--- src/ssp_pkg.sv ---
/*
  Shared constants and types of the SPI slave status port.
  Assumes the includers import the whole package.
*/
package ssp_pkg;

  // ==========================================================================
  // Frame and command word
  // ==========================================================================
  localparam int unsigned SSP_FRAME_BITS  = 16;
  localparam logic [4:0]  SSP_FRAME_COUNT = 5'h10;
  localparam logic [4:0]  SSP_COUNT_MAX   = 5'h1f;
  // Fastest serial clock the host may use, in kHz
  localparam int unsigned SSP_SCLK_MAX_KHZ = 8000;

  typedef struct packed {
    logic [3:0] cmd;
    logic [3:0] addr;
    logic [7:0] data;
  } ssp_cmd_word_t;

  // Command codes
  localparam logic [3:0] SSP_CMD_CHECK     = 4'h0;
  localparam logic [3:0] SSP_CMD_RD_CFG    = 4'h1;
  localparam logic [3:0] SSP_CMD_WR_CFG    = 4'h2;
  localparam logic [3:0] SSP_CMD_RD_STAT   = 4'h3;
  localparam logic [3:0] SSP_CMD_WR_STAT   = 4'h4;
  localparam logic [3:0] SSP_CMD_RD_CTL    = 4'h5;
  localparam logic [3:0] SSP_CMD_WR_CTL    = 4'h6;
  localparam logic [3:0] SSP_CMD_CHK_RESP  = 4'h7;

  // ==========================================================================
  // Register map
  // ==========================================================================
  localparam logic [3:0] SSP_ADDR_LINE_STAT = 4'hb;
  localparam logic [3:0] SSP_ADDR_SYS_STAT  = 4'hd;
  localparam logic [3:0] SSP_ADDR_MODEL_REV = 4'hf;
  localparam logic [3:0] SSP_ADDR_SELFTEST  = 4'he;
  localparam int unsigned SSP_SELFTEST_BIT  = 0;

  // Existing and fault bits of the status registers
  localparam logic [7:0] SSP_LINE_EXIST = 8'hf7;
  localparam logic [7:0] SSP_LINE_FAULT = 8'h07;
  localparam logic [7:0] SSP_SYS_EXIST  = 8'hff;
  localparam logic [7:0] SSP_SYS_FAULT  = 8'h8f;
  localparam int unsigned SSP_SPI_ERR_BIT = 3;

  // Reset values
  localparam logic [7:0]  SSP_STAT_RST = 8'h00;
  localparam logic [7:0]  SSP_CFG_RST  = 8'h00;
  localparam logic [7:0]  SSP_CTL_RST  = 8'h00;
  localparam logic [15:0] SSP_RESP_RST = 16'h0000;

  // Identity codes, values arbitrary
  localparam logic [2:0] SSP_MODEL_CODE = 3'h5;
  localparam logic [4:0] SSP_REVISION   = 5'h03;

  // ==========================================================================
  // Port state
  // ==========================================================================
  typedef enum logic {SSP_IDLE, SSP_FRAME} ssp_state_t;

  typedef struct packed {
    ssp_state_t      st;
    logic [15:0]     rx;
    logic [15:0]     tx;
    logic [4:0]      cnt;
    logic [15:0]     resp;
    logic            so;
    logic            so_oe;
    logic            sclk_prev;
    logic            sel_prev;
    logic            err;
    logic            wr_line;
    logic            wr_sys;
    logic [7:0]      wdata;
    logic [15:0][7:0] cfg;
    logic [15:0][7:0] ctl;
  } ssp_port_s_t;

endpackage

--- src/ssp_port.sv ---
/*
  SPI slave port: 16-bit framed command slave over sampled pins, with
  configuration, control and status registers.
  Assumes the serial clock is far slower than clk (8 MHz against 200 MHz),
  and fault conditions arrive on clk as levels or one-cycle events.
*/
//
// Behaviour
// - Serial input shifted in on each rising serial clock edge while selected.
// - Serial output changes on each falling serial clock edge.
// - Deselected: clock and input ignored, output released.
// - Count pulses per frame; other than 16 discards frame, flags error.
// - Undefined command or bad address flags error, not executed.
// - Select falling enables output, loads pending response.
// - Select rising releases output and executes the command.
// - Both words shifted most significant bit first, in step.
// - Response shifted out belongs to the previous frame's command.
// - Check command echoes low twelve bits, inverts 14..12, bit 15 zero.
// - Self-test clear: host only clears status bits; set: any value.
// - Self-test set freezes fault updates; host clears it afterwards.
// - Nonexistent bits read zero and ignore every write.
// - Healthy drivers report 0, faulted drivers report 1.
// - Line status bit 0 reports line overtemperature, resets zero.
// - Model/revision register read-only: model 7..5, revision 4..0.
// - Device sets and clears non-fault status bits itself.
// - Word is command 4 bits, address 4 bits, data 8 bits.
// - Command codes 0 to 7 as check, read/write cfg, status, control, check response.
// - SPI error reported in bit 3 of system status register.
`timescale 1ns/1ps
module ssp_port
  import ssp_pkg::*;
(
  // Clock and reset
  input  wire logic       clk,
  input  wire logic       reset,
  // Serial pins
  input  wire logic       select_n,
  input  wire logic       sclk,
  input  wire logic       serial_in,
  output logic            serial_out,
  output logic            serial_out_oe,
  // Line conditioner conditions
  input  wire logic [3:0] peak_level,
  input  wire logic       positive_clamp_flag,
  input  wire logic       negative_clamp_flag,
  input  wire logic       kline_overtemp_flag,
  // Power supply and system conditions, bit 3 unused
  input  wire logic [7:0] sys_fault_cond,
  // Register views
  output logic            self_test_write_enable,
  output logic [7:0]      line_conditioner_fault_status,
  output logic [7:0]      sys_fault_status
);

  import ssp_pkg::*;

  ssp_port_s_t   q;
  ssp_port_s_t   d;
  logic [2:0]    pins_s;
  logic          sel_s;
  logic          sclk_s;
  logic          si_s;
  logic [7:0]    line_cond;
  logic [7:0]    sys_cond;
  logic [7:0]    model_revision_id;
  logic          self_test;

  // ==========================================================================
  // Pin synchronisers
  // ==========================================================================
  // Select idles high so a reset does not fake a frame start
  ssp_sync #(
    .W       (3),
    .RST_VAL (3'h4)
  ) u_sync (
    .clk    (clk),
    .reset  (reset),
    .pins   ({select_n, sclk, serial_in}),
    .synced (pins_s)
  );

  assign sel_s  = pins_s[2];
  assign sclk_s = pins_s[1];
  assign si_s   = pins_s[0];

  // ==========================================================================
  // Status registers
  // ==========================================================================
  // Faults are reported as ones, healthy as zeros
  assign line_cond = {peak_level, 1'b0, positive_clamp_flag,
                      negative_clamp_flag, kline_overtemp_flag};
  // SPI error pulse replaces bit 3 of the system conditions
  assign sys_cond  = {sys_fault_cond[7:4], q.err,
                      sys_fault_cond[2:0]};

  assign self_test = q.ctl[SSP_ADDR_SELFTEST][SSP_SELFTEST_BIT];

  ssp_status_reg #(
    .EXIST (SSP_LINE_EXIST),
    .FAULT (SSP_LINE_FAULT)
  ) u_line_stat (
    .clk       (clk),
    .reset     (reset),
    .cond      (line_cond),
    .wr_en     (q.wr_line),
    .wr_data   (q.wdata),
    .self_test (self_test),
    .value     (line_conditioner_fault_status)
  );

  ssp_status_reg #(
    .EXIST (SSP_SYS_EXIST),
    .FAULT (SSP_SYS_FAULT)
  ) u_sys_stat (
    .clk       (clk),
    .reset     (reset),
    .cond      (sys_cond),
    .wr_en     (q.wr_sys),
    .wr_data   (q.wdata),
    .self_test (self_test),
    .value     (sys_fault_status)
  );

  // Identity register has no storage, so writes cannot reach it
  assign model_revision_id = {SSP_MODEL_CODE, SSP_REVISION};

  // ==========================================================================
  // Frame engine
  // ==========================================================================
  // Edges come from the second synchroniser stage and a delayed copy.
  // Host keeps select changes away from a high serial clock, so no
  // clock edge is seen in the same sample as a select edge.
  always_comb begin
    ssp_cmd_word_t cw;
    logic          sclk_rise;
    logic          sclk_fall;
    logic          sel_fall;
    logic          sel_rise;
    logic [7:0]    stat_rd;
    logic          stat_ok;

    d          = q;
    cw         = q.rx;
    d.err      = 1'b0;
    d.wr_line  = 1'b0;
    d.wr_sys   = 1'b0;
    sclk_rise  = sclk_s & ~q.sclk_prev;
    sclk_fall  = ~sclk_s & q.sclk_prev;
    sel_fall   = ~sel_s & q.sel_prev;
    sel_rise   = sel_s & ~q.sel_prev;
    d.sclk_prev = sclk_s;
    d.sel_prev  = sel_s;

    // Status read mux, only three status addresses exist
    stat_rd = 8'h00;
    stat_ok = 1'b1;
    case (cw.addr)
      SSP_ADDR_LINE_STAT: begin
        stat_rd = line_conditioner_fault_status;
      end
      SSP_ADDR_SYS_STAT: begin
        stat_rd = sys_fault_status;
      end
      SSP_ADDR_MODEL_REV: begin
        stat_rd = model_revision_id;
      end
      default: begin
        stat_rd = 8'h00;
        stat_ok = 1'b0;
      end
    endcase

    case (q.st)
      SSP_IDLE: begin
        // Clock and data are not looked at while deselected
        if (sel_fall) begin
          d.st    = SSP_FRAME;
          d.cnt   = 5'h00;
          d.tx    = q.resp;
          d.so    = q.resp[SSP_FRAME_BITS-1];
          d.so_oe = 1'b1;
        end
      end
      SSP_FRAME: begin
        if (sel_rise) begin
          d.st    = SSP_IDLE;
          d.so_oe = 1'b0;
          d.so    = 1'b0;
          if (q.cnt != SSP_FRAME_COUNT) begin
            d.err = 1'b1;
          end else begin
            // Execute the received word
            case (cw.cmd)
              SSP_CMD_CHECK: begin
                d.resp = {1'b0, ~q.rx[14:12], q.rx[11:0]};
              end
              SSP_CMD_RD_CFG: begin
                d.resp = {q.rx[15:8], q.cfg[cw.addr]};
              end
              SSP_CMD_WR_CFG: begin
                d.cfg[cw.addr] = cw.data;
                d.resp         = q.rx;
              end
              SSP_CMD_RD_STAT: begin
                if (stat_ok) begin
                  d.resp = {q.rx[15:8], stat_rd};
                end else begin
                  d.err = 1'b1;
                end
              end
              SSP_CMD_WR_STAT: begin
                if (stat_ok) begin
                  d.wdata   = cw.data;
                  d.wr_line = (cw.addr == SSP_ADDR_LINE_STAT);
                  d.wr_sys  = (cw.addr == SSP_ADDR_SYS_STAT);
                  d.resp    = q.rx;
                end else begin
                  d.err = 1'b1;
                end
              end
              SSP_CMD_RD_CTL: begin
                d.resp = {q.rx[15:8], q.ctl[cw.addr]};
              end
              SSP_CMD_WR_CTL: begin
                d.ctl[cw.addr] = cw.data;
                d.resp         = q.rx;
              end
              SSP_CMD_CHK_RESP: begin
                d.resp = q.rx;
              end
              default: begin
                d.err = 1'b1;
              end
            endcase
          end
        end else begin
          // Sample on rise, most significant bit enters first
          if (sclk_rise) begin
            d.rx = {q.rx[14:0], si_s};
            if (q.cnt != SSP_COUNT_MAX) begin
              d.cnt = q.cnt + 5'h01;
            end
          end
          // Shift on fall, so the host sees a settled bit on rise
          if (sclk_fall) begin
            d.tx = {q.tx[14:0], 1'b0};
            d.so = q.tx[14];
          end
        end
      end
      default: begin
        d.st = SSP_IDLE;
      end
    endcase
  end

  // ==========================================================================
  // State register
  // ==========================================================================
  always_ff @(posedge clk or posedge reset) begin
    if (reset) begin
      q           <= '0;
      q.st        <= SSP_IDLE;
      q.resp      <= SSP_RESP_RST;
      q.sclk_prev <= 1'b0;
      q.sel_prev  <= 1'b1;
      q.cfg       <= {16{SSP_CFG_RST}};
      q.ctl       <= {16{SSP_CTL_RST}};
    end else begin
      q <= d;
    end
  end

  // ==========================================================================
  // Outputs
  // ==========================================================================
  // All of these are flip-flop outputs
  assign serial_out             = q.so;
  assign serial_out_oe          = q.so_oe;
  assign self_test_write_enable = self_test;

endmodule

--- src/ssp_sync.sv ---
/*
  Two-stage synchroniser for a group of pin inputs.
  Assumes the inputs are asynchronous to clk; only stage two is read.
*/
`timescale 1ns/1ps
module ssp_sync #(
  parameter int unsigned W         = 3,
  parameter logic [W-1:0] RST_VAL  = '0
) (
  // Clock and reset
  input  wire logic         clk,
  input  wire logic         reset,
  // Pins and their synchronised copies
  input  wire logic [W-1:0] pins,
  output logic      [W-1:0] synced
);

  typedef struct packed {
    logic [W-1:0] s1;
    logic [W-1:0] s2;
  } ssp_sync_s_t;

  ssp_sync_s_t q;
  ssp_sync_s_t d;

  // ==========================================================================
  // Stages
  // ==========================================================================
  // First stage feeds only the second one
  always_comb begin
    d    = q;
    d.s1 = pins;
    d.s2 = q.s1;
  end

  always_ff @(posedge clk or posedge reset) begin
    if (reset) begin
      q <= '{s1: RST_VAL, s2: RST_VAL};
    end else begin
      q <= d;
    end
  end

  assign synced = q.s2;

endmodule

--- src/ssp_status_reg.sv ---
/*
  One 8-bit status register with fault, condition and host write handling.
  Assumes cond and the write strobe come from logic on clk.
*/
`timescale 1ns/1ps
module ssp_status_reg
  import ssp_pkg::*;
#(
  parameter logic [7:0] EXIST = 8'hff,
  parameter logic [7:0] FAULT = 8'hff
) (
  // Clock and reset
  input  wire logic       clk,
  input  wire logic       reset,
  // Device conditions and fault events
  input  wire logic [7:0] cond,
  // Host write
  input  wire logic       wr_en,
  input  wire logic [7:0] wr_data,
  input  wire logic       self_test,
  // Register value
  output logic      [7:0] value
);

  typedef struct packed {
    logic [7:0] val;
  } ssp_stat_s_t;

  ssp_stat_s_t q;
  ssp_stat_s_t d;
  logic [7:0]  base;

  // ==========================================================================
  // Next value
  // ==========================================================================
  // Outside self-test, a fault event in the same cycle as a clearing write wins; in self-test the write wins
  always_comb begin
    d    = q;
    base = wr_en ? (q.val & wr_data) : q.val;
    if (self_test) begin
      d.val = wr_en ? wr_data : q.val;
    end else begin
      d.val = ((base | cond) & FAULT) | (cond & ~FAULT);
    end
    d.val = d.val & EXIST;
  end

  always_ff @(posedge clk or posedge reset) begin
    if (reset) begin
      q <= '{val: SSP_STAT_RST};
    end else begin
      q <= d;
    end
  end

  assign value = q.val;

endmodule

--- config.mk ---
export PLATFORM = sky130hd
export DESIGN_NAME = ssp_port
export DESIGN_NICKNAME = d
export VERILOG_FILES = /design/src/ssp_pkg.sv /design/src/ssp_port.sv /design/src/ssp_sync.sv /design/src/ssp_status_reg.sv
export SDC_FILE = /design/constraint.sdc
export NUM_CORES = 1
export LEC_CHECK = 0
export ABC_AREA = 1
export ABC_CLOCK_PERIOD_IN_PS = 17440
export BUFFER_PORTS_ARGS = -buffer_cell sky130_fd_sc_hd__buf_4
export CAP_MARGIN = 20
export CORE_UTILIZATION = 50
export CTS_CLUSTER_DIAMETER = 50
export DETAILED_ROUTE_END_ITERATION = 8
export PLACE_DENSITY = 0.74
export SETUP_SLACK_MARGIN = 0.3
export SYNTH_ARGS = -nofsm -noshare
export SYNTH_HDL_FRONTEND = slang
export SYNTH_SLANG_ARGS = --single-unit
--- constraint.sdc ---
create_clock -name clk -period 17.44 [get_ports clk]
set_input_delay 0.872 -clock clk [delete_from_list [all_inputs] [get_ports clk]]
set_output_delay 0.872 -clock clk [all_outputs]
set_load 0.02 [all_outputs]
==> results.md <==
Clock network:
- The count of hold buffers inserted by post-cts repair is 0.
- Gates resized during post-CTS repair numbered 0.
- The maximum number of buffers from clock root to sink is 3.
- The TritonCTS clock tree is done.
- Clock-pin slew was measured on the worst setup and hold paths at 60 ps.
- The number of setup buffers added after CTS is 0.
- The clock insertion delay at the later pin of the skew report is 540 ps.
- CTS built an H-tree with a depth of 2.
- Buffers inserted during clock tree synthesis total 40.
- The clock sink count is 345.
- In this run the clock root is driven by a sky130_fd_sc_hd__clkbuf_16.

Synth:
- The cell count after synthesis is 1999.
- A synthesized cell averages 8.101 um2.
- The number of flip-flops and latches in the synthesized netlist is 345.
- In this run, synthesis inferred 0 flip-flops with an integrated enable.
- The sequential-to-total area share from yosys stat is 53.34%.
- The count of unique library cells instantiated by Yosys is 38.
- Counting flops with an async set or reset pin after synthesis yields a share of 100.0%.
- The summed instance area of the synthesized netlist is 16190 um2.
- When the netlist entered floorplanning its net count stood at 2022.
- In the synthesized netlist the dominant register cell turns out to be sky130_fd_sc_hd__dfrtp_1.
- The number of warnings reported in the yosys synthesis log is 0.

Hold path:
- The class of the tightest hold or removal check is register to register.

STA:
- Hold timing on the final database bottoms out at a slack of 347.4 ps.
- The accumulated negative setup slack is 0 ps.
- The tightest slew margin relative to the limit is 26.96%.
- Setup violations remaining at the end of the flow were counted as 0.
- Setup repair after global routing left no endpoint under its margin.
- The max-slew violation count is 0.
- The final critical path takes up 21.55% of the cycle.
- Between clock sinks in the finished design, the worst skew comes to 19.86 ps.
- Subtracting the final worst setup slack from the clock period gives 3758 ps.
- The transition time at the pin with the least slew margin is 1090 ps.
- The count of final hold-check violations is 0.
- For this run, the top clock speed supported by timing is 266.1 MHz.

Die:
- The height of the die is 182.0 um.
- For this design the top-level I/O count stands at 39.
- From left edge to right edge, the die measures 182.0 um.
- The core box area is 31720 um2.
- The placement row count is 65.
- The overall die area is 33110 um2.
- For this configuration, the core starts out at a cell density of 51.05%.

Placement:
- The detailed placement HPWL is 25360 um.
- Input and output buffers added on the ports amount to 36.
- The placed standard-cell area is 16550 um2.
- The final estimated routing congestion in global placement is 0.8879.

Pwr:
- The power density of the placed cells is 104.8 nW/um2.
- The leakage component of the power is 8.431 nW.
- Across the VDD grid, the largest voltage drop is 0.08343 mV.
- The design draws 1.878 mW.

Detailed routing:
- In the final routed layout, each cell accounts on average for 17.19 um.
- After detailed routing, the number of remaining DRC violations is 0.
- The via-per-instance ratio is 5.529.
- After the first detailed-routing iteration, the DRC count stood at 1268.
- The remaining number of nets flagged by the antenna check after routing is 0.
- The total detailed-routing wirelength is 41440 um.
- Before antenna repair, the detailed router went through 5 iterations.
- Detailed routing inserted a total of 13324 vias.

Final layout:
- The diode insertion count for antenna repair is 0.
- Of the cells placed in the final design, the portion with a size suffix greater than 1 is 8.466%.
- The most common cell after layout, fill and taps aside is sky130_fd_sc_hd__nand2_1.
- In the layout the commonest cells are sky130_fd_sc_hd__nand2_1, sky130_fd_sc_hd__dfrtp_1, sky130_fd_sc_hd__o21ai_0, sky130_fd_sc_hd__inv_1, sky130_fd_sc_hd__o21a_1.
- The filler cells instantiated in the layout total 2780.
- The final layout net count is 2001.
- The utilization after layout is 56.50%.
- The finished cells cover 17920 um2.
- Compared with the post-synthesis result, the final layout area differs by 10.66%.

Setup path:
- The kind of launch point of the worst setup path is a register.
- Counting both buffers and inverters, the worst setup path holds a total of 3.
- The maximum fanout count along the critical path is 28.
- Among cell families on the critical path, the largest total delay comes from buffers and inverters.
- On the worst path, the slowest cell contributes a delay of 770 ps.
- Traced cell by cell, the critical path runs through buf_4, nand2_1, inv_2, nand2_1, inv_1, nand2_1, o21ai_0, a21oi_1, nand3_1, nand2_1, nand2_1.
- STA puts the critical path data arrival time at 4230 ps.
- The standard cell with the maximum stage delay on the critical path is sky130_fd_sc_hd__dfrtp_1.
- The required time of the worst setup path is 17910 ps.
- The cell that appears most often on the critical path is sky130_fd_sc_hd__nand2_1.
- The critical path capture point type is a register.
- The type of the worst setup path is register to register.

Global route:
- After global routing the overflow that remains totals 0.
- The initial antenna violation count is 0.
- The total global routing track utilization is 25.86%.
- The pin count of the biggest net entering global routing is 136.
- The wire length of the first global-routing pass is 67810 um.
- The via count of the first global-routing pass was 12724.

Status:
- The run finished with clean final reports.

Flow run:
- The tool flagged a number of max-cap violations equal to 0.
Yosys cell counts, types with 7 or more instances:
| cell | instances | area, um2 |
|---|---|---|
| sky130_fd_sc_hd__buf_4 | 10 | 75.07 |
| sky130_fd_sc_hd__buf_1 | 14 | 52.55 |
| sky130_fd_sc_hd__o21a_1 | 85 | 638.1 |
| sky130_fd_sc_hd__nand3_4 | 7 | 122.6 |
| sky130_fd_sc_hd__nand4_1 | 9 | 56.30 |
| sky130_fd_sc_hd__o22ai_1 | 7 | 43.79 |
| sky130_fd_sc_hd__dfrtp_1 | 342 | 8558 |
| sky130_fd_sc_hd__nor3_2 | 7 | 70.07 |
| sky130_fd_sc_hd__nand3_1 | 42 | 210.2 |
| sky130_fd_sc_hd__nor3_4 | 7 | 113.9 |
| sky130_fd_sc_hd__a21oi_1 | 18 | 90.09 |
| sky130_fd_sc_hd__nor2_1 | 58 | 217.7 |
| sky130_fd_sc_hd__inv_1 | 94 | 352.8 |
| sky130_fd_sc_hd__buf_2 | 21 | 105.1 |
| sky130_fd_sc_hd__o21ai_1 | 7 | 35.03 |
| sky130_fd_sc_hd__buf_6 | 10 | 112.6 |
| sky130_fd_sc_hd__a31oi_1 | 19 | 118.9 |
| sky130_fd_sc_hd__nand2_1 | 872 | 3273 |
| sky130_fd_sc_hd__o21ai_0 | 262 | 1311 |
| sky130_fd_sc_hd__clkbuf_1 | 66 | 247.7 |
per-layer routing:
metal | vias to the layer above | share of wire (%) | track usage (%)
met1 | 6395 | 44 | 35.69
met5 | - | 0 | 0
met3 | 87 | 7.2 | 3.710
li1 | 6346 | - | -
met4 | 0 | 3.4 | 9.950
met2 | 496 | 46 | 41.55
logic make-up (layout without fill, tap and decap cells):
family	after synthesis	after routing	synth area share, %
buffers and inverters	223	232	6.027
AOI/OAI and AO/OA	407	407	14.27
other	1	1	0.02316
and+or+nand+nor	1020	1020	26.11
adders and majority gates	3	3	0.2318
DFF	345	345	53.34
power by group:
part	internal, mW	switching [mW]
clock network	0.512	0.325
logic	0.0362	0.138
registers	0.830	0.0363
worst paths after layout:
kind | from | endpoint | slack [ps] | cells past startpoint
setup reg to reg | q[317]$_DFFE_PP0P_ | q[277]$_DFFE_PP0P_ | 13680 | 11
hold / removal | u_sync.d[1]$_DFF_PP0_ | u_sync.synced[1]$_DFF_PP0_ | 350 | 0
max in group asynchronous | reset | asynchronous set/reset pin | 15310 | 3
setup / recovery | q[317]$_DFFE_PP0P_ | q[277]$_DFFE_PP0P_ | 13680 | 11
min in group asynchronous | reset | asynchronous set/reset pin | 520 | 2
hold reg to reg | u_sync.d[1]$_DFF_PP0_ | u_sync.synced[1]$_DFF_PP0_ | 350 | 0
stage by stage:
stage	setup WS [ps]	cells
after CTS	13760	2408
after floorplan	7008	1999
after detailed placement	13800	2336
after global placement	13830	2336
final	13680	2410
after global routing	13520	2410
cell type report:
type	count	area [um2]	share of cell area, %
Sequential cell	345	8641	48.22
Multi-Input combinational cell	1431	6591	36.78
Clock buffer	63	1229	6.857
Tap cell	402	503.0	2.807
Timing Repair Buffer	58	462.9	2.583
Inverter	102	390.4	2.178
Clock inverter	9	102.6	0.5725
(Power assumes the default switching activity.)
